$ cat config.mk
export PLATFORM = sky130hd
export DESIGN_NAME = pts_sequencer
export DESIGN_NICKNAME = d
export VERILOG_FILES = /design/src/pts_pkg.sv /design/src/pts_tick_if.sv /design/src/pts_timebase.sv /design/src/pts_sequencer.sv
export SDC_FILE = /design/constraint.sdc
export NUM_CORES = 1
export LEC_CHECK = 0
export BUFFER_PORTS_ARGS = -buffer_cell sky130_fd_sc_hd__buf_2
export CORE_UTILIZATION = 56
export DETAILED_ROUTE_END_ITERATION = 8
export PLACE_DENSITY = 0.78
export RECOVER_POWER = 100
export SYNTH_ARGS = -nofsm -noshare
export SYNTH_HDL_FRONTEND = slang
export SYNTH_SLANG_ARGS = --single-unit
$ cat constraint.sdc
create_clock -name sys_clk_in -period 7.3 [get_ports sys_clk_in]
set_clock_uncertainty 0.15 [all_clocks]
set_input_delay 1.46 -clock sys_clk_in [delete_from_list [all_inputs] [get_ports sys_clk_in]]
set_output_delay 1.46 -clock sys_clk_in [all_outputs]
set_load 0.1 [all_outputs]
$ cat src/pts_pkg.sv
// Purpose: Shared constants and decode for the turn-on/turn-off sequencer.
// Assumes: Master clock from the power manager runs at PTS_MCLK_PER_US cycles per microsecond.
// Notes:   Reference values are in units of one 10 mV step.
//
// Summary of operation
// - With falling slew on, turn-off delay runs from command until output reaches zero.
// - Slewed turn-off waits programmed delay minus output over falling rate, then ramps.
// - Without falling slew, both switches go off when the turn-off delay expires.
// - Turn-off delay is six bits, one millisecond per count, resetting to 11.
// - Upper two bits of the turn-off delay register read as zero.
// - Rising slew code 0..6 selects 0.05 to 2.0 V/ms; code 7 reserved.
// - One bit enables controlled falling slew; it resets to enabled.
// - Three low bits select falling slew rate, same steps as rising.
// - Reference moves in 10 mV steps; dwell per step sets the slew rate.
// - Step dwell comes from dividing the manager's master clock.
// - Into a pre-biased output, switches stay off until reference exceeds the output or the ramp reaches its target.
// - Falling slew choice is independent of rising slew choice.
// - Longest turn-off delay is shorter than longest turn-on delay.
// - Turn-on delay runs from turn-on command until the ramp starts.
`default_nettype none

package pts_pkg;

	// Register map and reset values.
	localparam logic [7:0] PTS_ADDR_RAMP    = 8'h03;
	localparam logic [7:0] PTS_ADDR_OFF_DLY = 8'h06;
	localparam logic [6:0] PTS_RAMP_RESET   = 7'h1C;
	localparam logic [5:0] PTS_OFF_RESET    = 6'h0B;

	// Field positions inside the ramp rate register.
	localparam int PTS_RISE_LSB = 4;
	localparam int PTS_SLEW_BIT = 3;
	localparam int PTS_FALL_LSB = 0;

	// Time base counts.
	localparam logic [7:0] PTS_MCLK_PER_US = 8'h01;
	localparam logic [9:0] PTS_US_PER_MS   = 10'h3E8;

	// Sequencer states, one-hot.
	typedef enum logic [5:0] {
		ST_OFF       = 6'h01,
		ST_ON_DLY    = 6'h02,
		ST_RAMP_UP   = 6'h04,
		ST_ON        = 6'h08,
		ST_OFF_DLY   = 6'h10,
		ST_RAMP_DOWN = 6'h20
	} pts_state_t;

	// Microseconds per 10 mV step for a slew code; reserved code takes the slowest rate.
	function automatic logic [7:0] pts_step_us(input logic [2:0] code);
		case (code)
			3'h0: pts_step_us = 8'hC8;
			3'h1: pts_step_us = 8'h64;
			3'h2: pts_step_us = 8'h32;
			3'h3: pts_step_us = 8'h28;
			3'h4: pts_step_us = 8'h14;
			3'h5: pts_step_us = 8'h0A;
			3'h6: pts_step_us = 8'h05;
			default: pts_step_us = 8'hC8;
		endcase
	endfunction

endpackage

`default_nettype wire

$ cat src/pts_tick_if.sv
// Purpose: Carries time base ticks and step length between sequencer and time base.
// Assumes: Both ends share sys_clk_in.
// Notes:   Ticks are one-cycle pulses.
`default_nettype none

interface pts_tick_if;
	logic       us_tick;
	logic       ms_tick;
	logic       step_tick;
	logic       step_restart;
	logic [7:0] step_len_us;

	modport base (output us_tick, output ms_tick, output step_tick, input step_restart, input step_len_us);
	modport user (input us_tick, input ms_tick, input step_tick, output step_restart, output step_len_us);
endinterface

`default_nettype wire

$ cat src/pts_timebase.sv
// Purpose: Divides the manager's master clock into microsecond, millisecond and step ticks.
// Assumes: master_clk_in is slower than half of sys_clk_in.
// Notes:   Master clock is asynchronous and passes two flip-flops first.
`default_nettype none

module pts_timebase
	import pts_pkg::*;
(
	// Clock and reset.
	input  wire logic sys_clk_in,
	input  wire logic reset_in,
	// Master clock pin.
	input  wire logic master_clk_in,
	// Tick carrier.
	pts_tick_if.base  tick
);

	logic       sync1, sync2, sync3;
	logic [7:0] mclk_cnt, next_mclk_cnt;
	logic [9:0] us_cnt, next_us_cnt;
	logic [7:0] step_cnt, next_step_cnt;
	logic       next_us, next_ms, next_step;
	logic       mclk_edge;

	assign mclk_edge = sync2 & ~sync3;

	// Divider chain; all ticks derive from the master clock so ramps stay in lockstep.
	always_comb begin
		next_mclk_cnt = mclk_cnt;
		next_us_cnt   = us_cnt;
		next_step_cnt = step_cnt;
		next_us       = 1'b0;
		next_ms       = 1'b0;
		next_step     = 1'b0;
		if (mclk_edge) begin
			if (mclk_cnt >= PTS_MCLK_PER_US - 8'h01) begin
				next_mclk_cnt = 8'h00;
				next_us       = 1'b1;
			end else begin
				next_mclk_cnt = mclk_cnt + 8'h01;
			end
		end
		if (tick.us_tick) begin
			if (us_cnt >= PTS_US_PER_MS - 10'h001) begin
				next_us_cnt = 10'h000;
				next_ms     = 1'b1;
			end else begin
				next_us_cnt = us_cnt + 10'h001;
			end
		end
		if (tick.step_restart) begin
			next_step_cnt = 8'h00;
		end else if (tick.us_tick) begin
			if (step_cnt >= tick.step_len_us - 8'h01) begin
				next_step_cnt = 8'h00;
				next_step     = 1'b1;
			end else begin
				next_step_cnt = step_cnt + 8'h01;
			end
		end
	end

	// Registers of the divider chain and the synchroniser.
	always_ff @(posedge sys_clk_in) begin
		if (reset_in) begin
			sync1          <= 1'b0;
			sync2          <= 1'b0;
			sync3          <= 1'b0;
			mclk_cnt       <= 8'h00;
			us_cnt         <= 10'h000;
			step_cnt       <= 8'h00;
			tick.us_tick   <= 1'b0;
			tick.ms_tick   <= 1'b0;
			tick.step_tick <= 1'b0;
		end else begin
			sync1          <= master_clk_in;
			sync2          <= sync1;
			sync3          <= sync2;
			mclk_cnt       <= next_mclk_cnt;
			us_cnt         <= next_us_cnt;
			step_cnt       <= next_step_cnt;
			tick.us_tick   <= next_us;
			tick.ms_tick   <= next_ms;
			tick.step_tick <= next_step;
		end
	end
endmodule

`default_nettype wire

$ cat src/pts_sequencer.sv
// Purpose: Turn-on/turn-off sequencer with delay counting and slewed reference ramps.
// Assumes: Register and command ports come from the single-wire bus decoder on sys_clk_in.
// Notes:   Voltages are in 10 mV steps; slewed turn-off with a too short delay ramps at once.
`default_nettype none

module pts_sequencer
	import pts_pkg::*;
(
	// Clock and reset.
	input  wire logic       sys_clk_in,
	input  wire logic       reset_in,
	// Master clock pin from the power manager.
	input  wire logic       master_clk_in,
	// Register access from the bus decoder.
	input  wire logic [7:0] reg_addr_in,
	input  wire logic       reg_wr_in,
	input  wire logic [7:0] reg_wdata_in,
	output logic      [7:0] reg_rdata_out,
	// Commands and settings.
	input  wire logic       turn_on_cmd_in,
	input  wire logic       turn_off_cmd_in,
	input  wire logic [7:0] turn_on_delay_ms_in,
	input  wire logic [9:0] vout_target_in,
	input  wire logic [9:0] vout_sense_in,
	// Power stage control.
	output logic      [9:0] vref_out,
	output logic            switch_enable_out,
	output logic            ramp_done_out
);

	pts_tick_if tick ();

	pts_state_t  state, next_state;
	logic [6:0]  ramp_rate_register, next_ramp_rate;
	logic [5:0]  turn_off_delay_ms, next_off_dly;
	logic [7:0]  next_rdata;
	logic [7:0]  on_cnt, next_on_cnt;
	logic [15:0] rem_us, next_rem_us;
	logic        hold, next_hold;
	logic [9:0]  next_vref;
	logic        next_switch, next_done, restart;
	logic        fall_slew_enable;
	logic [7:0]  rise_us, fall_us;
	logic [17:0] need_us;

	pts_timebase u_timebase (
		.sys_clk_in    (sys_clk_in),
		.reset_in      (reset_in),
		.master_clk_in (master_clk_in),
		.tick          (tick.base)
	);

	////////////////////////////////////////////////////////////////////////////////
	// Register file.

	// Write decode and registered read data; unmapped addresses read zero.
	always_comb begin
		next_ramp_rate = ramp_rate_register;
		next_off_dly   = turn_off_delay_ms;
		if (reg_wr_in && reg_addr_in == PTS_ADDR_RAMP) begin
			next_ramp_rate = reg_wdata_in[6:0];
		end
		if (reg_wr_in && reg_addr_in == PTS_ADDR_OFF_DLY) begin
			next_off_dly = reg_wdata_in[5:0];
		end
		case (reg_addr_in)
			PTS_ADDR_RAMP:    next_rdata = {1'b0, ramp_rate_register};
			PTS_ADDR_OFF_DLY: next_rdata = {2'b00, turn_off_delay_ms};
			default:          next_rdata = 8'h00;
		endcase
	end

	// Register storage.
	always_ff @(posedge sys_clk_in) begin
		if (reset_in) begin
			ramp_rate_register <= PTS_RAMP_RESET;
			turn_off_delay_ms  <= PTS_OFF_RESET;
			reg_rdata_out      <= 8'h00;
		end else begin
			ramp_rate_register <= next_ramp_rate;
			turn_off_delay_ms  <= next_off_dly;
			reg_rdata_out      <= next_rdata;
		end
	end

	////////////////////////////////////////////////////////////////////////////////
	// Slew decode; rising and falling codes are decoded separately.

	assign fall_slew_enable  = ramp_rate_register[PTS_SLEW_BIT];
	assign rise_us           = pts_step_us(ramp_rate_register[PTS_RISE_LSB +: 3]);
	assign fall_us           = pts_step_us(ramp_rate_register[PTS_FALL_LSB +: 3]);
	assign need_us           = 18'(vref_out) * 18'(fall_us);
	assign tick.step_len_us  = (state == ST_RAMP_DOWN || state == ST_OFF_DLY) ? fall_us : rise_us;
	assign tick.step_restart = restart;

	////////////////////////////////////////////////////////////////////////////////
	// Sequencer.

	// Next state, delay counters and reference.
	always_comb begin
		next_state  = state;
		next_vref   = vref_out;
		next_on_cnt = on_cnt;
		next_rem_us = rem_us;
		next_hold   = hold;
		restart     = 1'b0;
		case (state)
			ST_OFF: begin
				next_vref = 10'h000;
				next_hold = 1'b1;
				if (turn_on_cmd_in) begin
					next_on_cnt = turn_on_delay_ms_in;
					next_state  = ST_ON_DLY;
				end
			end
			ST_ON_DLY: begin
				if (on_cnt == 8'h00) begin
					next_state = ST_RAMP_UP;
					restart    = 1'b1;
				end else if (tick.ms_tick) begin
					next_on_cnt = on_cnt - 8'h01;
				end
			end
			ST_RAMP_UP: begin
				if (vref_out >= vout_target_in) begin
					next_state = ST_ON;
				end else if (tick.step_tick) begin
					next_vref = vref_out + 10'h001;
				end
				if (hold && vref_out > vout_sense_in) begin
					next_hold = 1'b0;
				end
			end
			ST_ON: begin
				next_hold = 1'b0;
			end
			ST_OFF_DLY: begin
				if (fall_slew_enable && need_us >= {2'b00, rem_us}) begin
					next_state = ST_RAMP_DOWN;
					restart    = 1'b1;
				end else if (rem_us == 16'h0000) begin
					next_state = ST_OFF;
					next_vref  = 10'h000;
				end else if (tick.us_tick) begin
					next_rem_us = rem_us - 16'h0001;
				end
			end
			ST_RAMP_DOWN: begin
				if (vref_out == 10'h000) begin
					next_state = ST_OFF;
				end else if (tick.step_tick) begin
					next_vref = vref_out - 10'h001;
				end
			end
			default: begin
				next_state = ST_OFF;
			end
		endcase
		// Turn-off takes over from any powering-up or on state.
		if (turn_off_cmd_in && (state == ST_ON_DLY || state == ST_RAMP_UP || state == ST_ON)) begin
			next_state  = ST_OFF_DLY;
			next_rem_us = 16'(turn_off_delay_ms) * 16'(PTS_US_PER_MS);
		end
		next_switch = !next_hold && (next_state == ST_RAMP_UP || next_state == ST_ON ||
			next_state == ST_OFF_DLY || next_state == ST_RAMP_DOWN);
		next_done = (next_state == ST_ON);
	end

	// Sequencer registers.
	always_ff @(posedge sys_clk_in) begin
		if (reset_in) begin
			state             <= ST_OFF;
			vref_out          <= 10'h000;
			on_cnt            <= 8'h00;
			rem_us            <= 16'h0000;
			hold              <= 1'b1;
			switch_enable_out <= 1'b0;
			ramp_done_out     <= 1'b0;
		end else begin
			state             <= next_state;
			vref_out          <= next_vref;
			on_cnt            <= next_on_cnt;
			rem_us            <= next_rem_us;
			hold              <= next_hold;
			switch_enable_out <= next_switch;
			ramp_done_out     <= next_done;
		end
	end
endmodule

`default_nettype wire

## Word level (Yosys, flattened, before mapping)

Index checks and enable logic that the tools add are counted.

- Add/sub/neg operators: 8
- Multiply operators: 2
- Magnitude comparators: 6
- Eq/ne operators: 35
- Muxes and demuxes: 39
- Bitwise gates (word level): 6
- Reductions and logical operators: 29

Operators with widths:

| kind | number |
|---|---|
| 8-bit case mux with 6 select lines | 2 |
| 16-bit two-way mux | 5 |
| 10-bit two-way mux | 7 |
| 8-bit two-way mux | 6 |
| 6-bit two-way mux | 7 |
| 10-bit case mux with 4 select lines | 1 |
| 6-bit case mux with 6 select lines | 1 |
| 10-bit by 1-bit adder with 10-bit output (second input constant) | 2 |
| 3-bit == test (second input constant) | 6 |
| 18-bit by 16-bit greater-or-equal comparator with 1-bit output | 1 |
| 10-bit by 8-bit multiplier with 18-bit output | 1 |
| 8-bit by 1-bit adder with 8-bit output (second input constant) | 2 |
| 16-bit zero test | 1 |
| 8-bit case mux with 2 select lines | 1 |
| 16-bit by 1-bit subtractor with 16-bit output (second input constant) | 1 |
| 8-bit by 1-bit subtractor with 8-bit output (second input constant) | 2 |
| 7-bit case mux with 2 select lines | 1 |
| 6-bit by 7-bit multiplier with 13-bit output (second input constant) | 1 |
| 3-bit by 2-bit == test with 1-bit output (second input constant) | 4 |
| 6-bit by 3-bit == test with 1-bit output (second input constant) | 2 |
| 6-bit by 4-bit == test with 1-bit output (second input constant) | 2 |
| 6-bit by 5-bit == test with 1-bit output (second input constant) | 2 |
| 6-bit == test (second input constant) | 2 |
| 2-bit by 1-bit inequality test with 1-bit output (second input constant) | 6 |
| 28 further kinds | 59 |

- Bits in registers: 96
- Input port bits: 50
- Output and inout port bits: 20

## Depth between registers and ports, before layout

- Depth after elaboration: 13
- Mapped depth: 32
- Gate-level depth less buffers: 29

## Modules after synthesis

A second synthesis with hierarchy kept.

- Cells, all modules: 1,135
- Area total of the unflattened synthesis: 9,434.0 um2

Modules (own cells, without submodules):

| module | times used | cells each | area each (um2) | sequential area each (um2) |
|---|---|---|---|---|
| pts_sequencer | 1 | 997 | 8,111.5 | 1,261.2 |
| pts_timebase | 1 | 138 | 1,322.5 | 480.5 |

## Worst setup path before layout

Ideal clock, no wire load.

- Kind: register -> register
- From: register vref_out[1]
- To: register rem_us[8]
- Library setup time: 133 ps
- Arrival time: 6,844 ps
- Data required time: 7,017 ps
- Setup slack: 173 ps
- Cell stages (with the launch flop): 29
- Path buffers: 2
- Period minus slack after synthesis: 7,127 ps
- Cells stage by stage: dfxtp_1 buf_1 nand2_1 fa_1 fa_1 inv_1 fa_1 inv_1 fa_1 inv_1 ha_1 nand3_1 o211ai_1 o21ai_0 nand2b_1 a21oi_1 nor2b_1 o21ai_0 nand2b_1 xnor2_1 ha_1 a21o_1 a211oi_1 o21bai_1 o31a_1 buf_6 nor4_1 xnor2_1 a21oi_1

- Cells in the longest elaborated chain, start to end: 5

Ends and longest elaborated chain:

| item | line | RTL |
|---|---|---|
| start, declared | pts_sequencer.sv:26 | `output logic [9:0] vref_out,` |
| start signal, assigned | pts_sequencer.sv:181 | `vref_out <= next_vref;` |
| 10-bit by 8-bit multiplier with 18-bit output | pts_sequencer.sv:92 | `assign need_us = 18'(vref_out) * 18'(fall_us);` |
| 18-bit by 16-bit greater-or-equal comparator with 1-bit output | pts_sequencer.sv:138 | `if (fall_slew_enable && need_us >= {2'b00, rem_us}) begin` |
| 1-bit logical AND | pts_sequencer.sv:138 |  |
| 2-bit by 1-bit inequality test with 1-bit output (no line) | - |  |
| 4-bit AND reduction (no line) | - |  |
| end signal, assigned | pts_sequencer.sv:183 | `rem_us <= next_rem_us;` |
| end, declared | pts_sequencer.sv:38 | `logic [15:0] rem_us, next_rem_us;` |

Every way passes these cells.
A chain may end at the register's enable or synchronous reset.

## Worst setup path in the final report

- From: register ramp_rate_register[1]
- To: register rem_us[7]

- Cells in the longest elaborated chain, start to end: 7
- Elaborated cells on any way between the ends: 12
- Classes of those cells: 1 x mul; 1 x order compare; 7 x eq/ne; 1 x mux; 2 x reduce/logical

Ends and longest elaborated chain:

| item | line | RTL |
|---|---|---|
| start, declared | pts_sequencer.sv:34 | `logic [6:0] ramp_rate_register, next_ramp_rate;` |
| start signal, assigned | pts_sequencer.sv:80 | `ramp_rate_register <= next_ramp_rate;` |
| 3-bit == test (tied with other cells) | pts_pkg.sv:51 | `case (code)` |
| 8-bit case mux with 6 select lines (*) | pts_pkg.sv:51 |  |
| 10-bit by 8-bit multiplier with 18-bit output (*) | pts_sequencer.sv:92 |  |
| 18-bit by 16-bit greater-or-equal comparator with 1-bit output (*) | pts_sequencer.sv:138 |  |
| 1-bit logical AND (*) | pts_sequencer.sv:138 |  |
| 2-bit by 1-bit inequality test with 1-bit output (no line) (*) | - |  |
| 4-bit AND reduction (no line) (*) | - |  |

Every way passes the cells marked *; elsewhere a longest branch is shown, timed or not.

==> metrics <==
status=complete, no violations; Crit path arrival time=approximately 7.1 ns; Ant. Diodes=0; worst r2r path cells=27; # DRC=0; Post-synth EDFFs=0; most frequent cell after synthesis=inv_1; largest net degree at the start of global routing=47; yosys warns=0; gp weighted congestion=~0.87; Die Y=129.3 um; die extent in x=approximately 130 um; initial antenna violation count=0; crit-path max FO=10; first-pass GRT wire length=33,600 um; RSZ-0062 raised after global routing=true; Yosys top cell area share=19.19%; max-slew violation count=0; Setup Viol. Count Final=0; Synth top cells by count=inv_1 (149), ha_1 (119), dfxtp_1 (87); post-DP HPWL=between 15,000 and 20,000 um; IO Port Bufs=between 60 and 70; Seq. cell area=1745 sq um; Syn Inst Count=1,110; placed inst area=roughly 9800 sq um; Worst-path clk slew=0.07 ns; Tightest Pin Transition=around 1.2 ns; Nets=1,413; crit end category=register; Slew headroom=about a fifth; Sink Count=87; fmax=approximately 140 MHz; wire length per cell=about 15 um; First DRT Iteration DRCs=approximately 570; total length of routed wires=between 20,000 and 25,000 um; Hold Path Class=reg -> reg; Core ar.=~16,000 sq um; Tmin final=7.006 ns; Yosys reg bits=87; Placed Cells=roughly 1,400; CP required=roughly 7.4 ns; number of global-route vias before repair=~7,100; vias per std cell=roughly 5.6; Setup Crit Path Kind=reg -> reg; Max-Cap Viols=0; async set-reset flop share out of synthesis=0%; CTS max path bufs=2; worst-skew pair later-pin latency=around 0.35 ns; starting density of the core=between 50 and 60%; H-tree depth=3; CTS buffer count=9; footprint of the multi-input gates=6694 sq um; Post-Syn Nets=~1,300; maximum VDD drop=about 0.11 mV; Rows=46; share of layout cells above drive strength 1=between 10% and 20%; die area=~17,000 sq um; Hold Fails Final Rpt=0; vias=~7,800; Synth area leaders=dfxtp_1 (19%), ha_1 (16%), fa_1 (14%); mean post-synth cell area=8.175 sq um; Setup crit start kind=register; final instance area=roughly 10,000 sq um; Post-Syn Area=approximately 9100 sq um; Fin Setup TNS=0 ns; fin util=around 64%; Ports=70; number of fill cells=1,364; power per cell area=between 100 and 150 nW/um^2; Tcrit/Tclk final=between 90% and 100%; Hold Path Cell Cnt=1; 1st-pass router iterations=5; Detail Route Antenna Nets=0; CTS tree=yes; GR Util All Layers=between 20% and 30%; Root Buffer=clkbuf_16; Cell variety after synth=70; Cell Count, Final, Fillers Out=about 1,400; Static Leak=~4.9 nW; Layout Area Growth over Synthesis=11.82%; dominant cell type by area after synthesis=dfxtp_1; post-synthesis sequential area ratio=a little under a fifth; top_reg_cell synth=dfxtp_1; GRT overflow=0; Min Hold Slack=roughly 0.23 ns
==> path summary, 6_finish.rpt <==
path / from / endpoint / slack [ns]
max: ramp_rate_register[1]$_SDFFE_PP0P_ / rem_us[7]$_SDFFE_PP0P_ / 0.29
min: u_timebase.sync3$_SDFF_PP0_ / u_timebase.tick.us_tick$_SDFF_PP0_ / 0.23
max reg2reg: ramp_rate_register[1]$_SDFFE_PP0P_ / rem_us[7]$_SDFFE_PP0P_ / 0.29
min reg2reg: u_timebase.sync3$_SDFF_PP0_ / u_timebase.tick.us_tick$_SDFF_PP0_ / 0.23
==> timing repair <==
action / in CTS / in global routing
hold buffers: 0 / 0
setup buffers: 0 / 1
endpoints found under the setup margin: 0 / 39
hold endpoints to repair: 0 / 0
gates resized for setup: 0 / 22
==> layout make-up <==
class	count	area share, %
clock buffer	11	2.392
tap	216	2.664
inverter	150	5.549
timing repair buffer	101	5.586
sequential	87	17.20
clock inverter	5	0.6289
multi-input combinational	833	65.98
==> cell usage in the layout (no fill, tap or decap), types with 4 or more instances in the layout <==
cell type	Yosys	layout
o21ai_1	12	15
o21ai_0	44	41
o31ai_1	5	4
nand3_1	51	51
a21oi_1	59	57
clkbuf_1	28	22
nor3b_1	8	8
mux2i_1	6	6
inv_1	149	149
nor3_1	18	18
xnor2_1	33	32
clkbuf_16	0	9
nand2b_1	10	10
nand4_1	11	11
nand2_1	84	84
and2_1	55	55
and3_1	6	6
ha_1	119	119
xor2_1	19	18
buf_2	3	48
a22oi_1	9	9
nor2b_1	19	19
nor4_2	4	4
a21o_1	15	15
buf_4	1	31
dfxtp_1	87	84
o211ai_1	4	4
o21bai_1	6	6
a211oi_1	17	15
nor2_1	81	80
o31a_1	5	5
fa_1	62	62
nand3b_1	5	5
nor4_1	11	9
o21a_1	5	5
==> power breakdown <==
group	leakage, nW	switching (mW)	internal, mW	total, mW
registers	0.704	0.0122	0.485	0.497
clock network	0.152	0.200	0.278	0.478
logic	4.05	0.0961	0.0605	0.157
==> critical path: stages, from the launching register on <==
cell,delay [ns]
dfxtp_2,0.36
buf_4,0.16
nand2b_1,0.17
a21oi_1,0.27
buf_4,0.24
and2_1,0.18
fa_1,0.41
ha_1,0.29
inv_1,0.05
fa_1,0.51
fa_1,0.55
inv_1,0.06
ha_1,0.36
o21ai_0,0.24
o21bai_1,0.12
a21oi_2,0.21
o21bai_1,0.09
a21oi_1,0.18
xnor2_1,0.17
ha_1,0.28
a21o_1,0.18
a21o_1,0.18
a211oi_2,0.22
o21bai_1,0.13
o31a_1,0.30
buf_4,0.21
or3_1,0.36
a311oi_1,0.26
==> layer usage <==
layer / wire, um / up-vias / track usage [%]
li1: - / 3900 / -
met1: 9808 / 3647 / 34.56
met2: 9710 / 223 / 42.38
met3: 964 / 31 / 3.014
met4: 433 / 0 / 9.066
met5: 0 / - / 0
==> state kept, by name, indices dropped and copies added (netlist names), 6 cells and up <==
name / count
state: 6
vref_out: 10
ramp_rate_register: 7
turn_off_delay_ms: 6
u_timebase.step_cnt: 8
on_cnt: 8
u_timebase.us_cnt: 10
reg_rdata_out: 7
rem_us: 16
==> logic make-up (layout without fill, tap and decap cells) <==
family          count (synthesis)  in the layout  share of synthesized area [%]
flops                          87             87                          19.19
xor+xnor                       52             52                          5.019
simple gates                  380            380                          21.72
other cells                     1              1                        0.04133
buf+inv                       190            267                          8.025
fa+ha+maj                     181            181                          30.09
compound gates                212            212                          15.13
mux                             7              7                         0.7860
==> per-stage QoR <==
step | worst slack (ns) | power (mW)
after floorplan | 0.1728 | 0.6087
after global placement | 0.1650 | 0.6498
after detailed placement | 0.04707 | 0.6538
after CTS | 0.01172 | 1.126
after global routing | -0.04327 | 1.176
final | 0.2939 | 1.132
(Power assumes the default switching activity.)
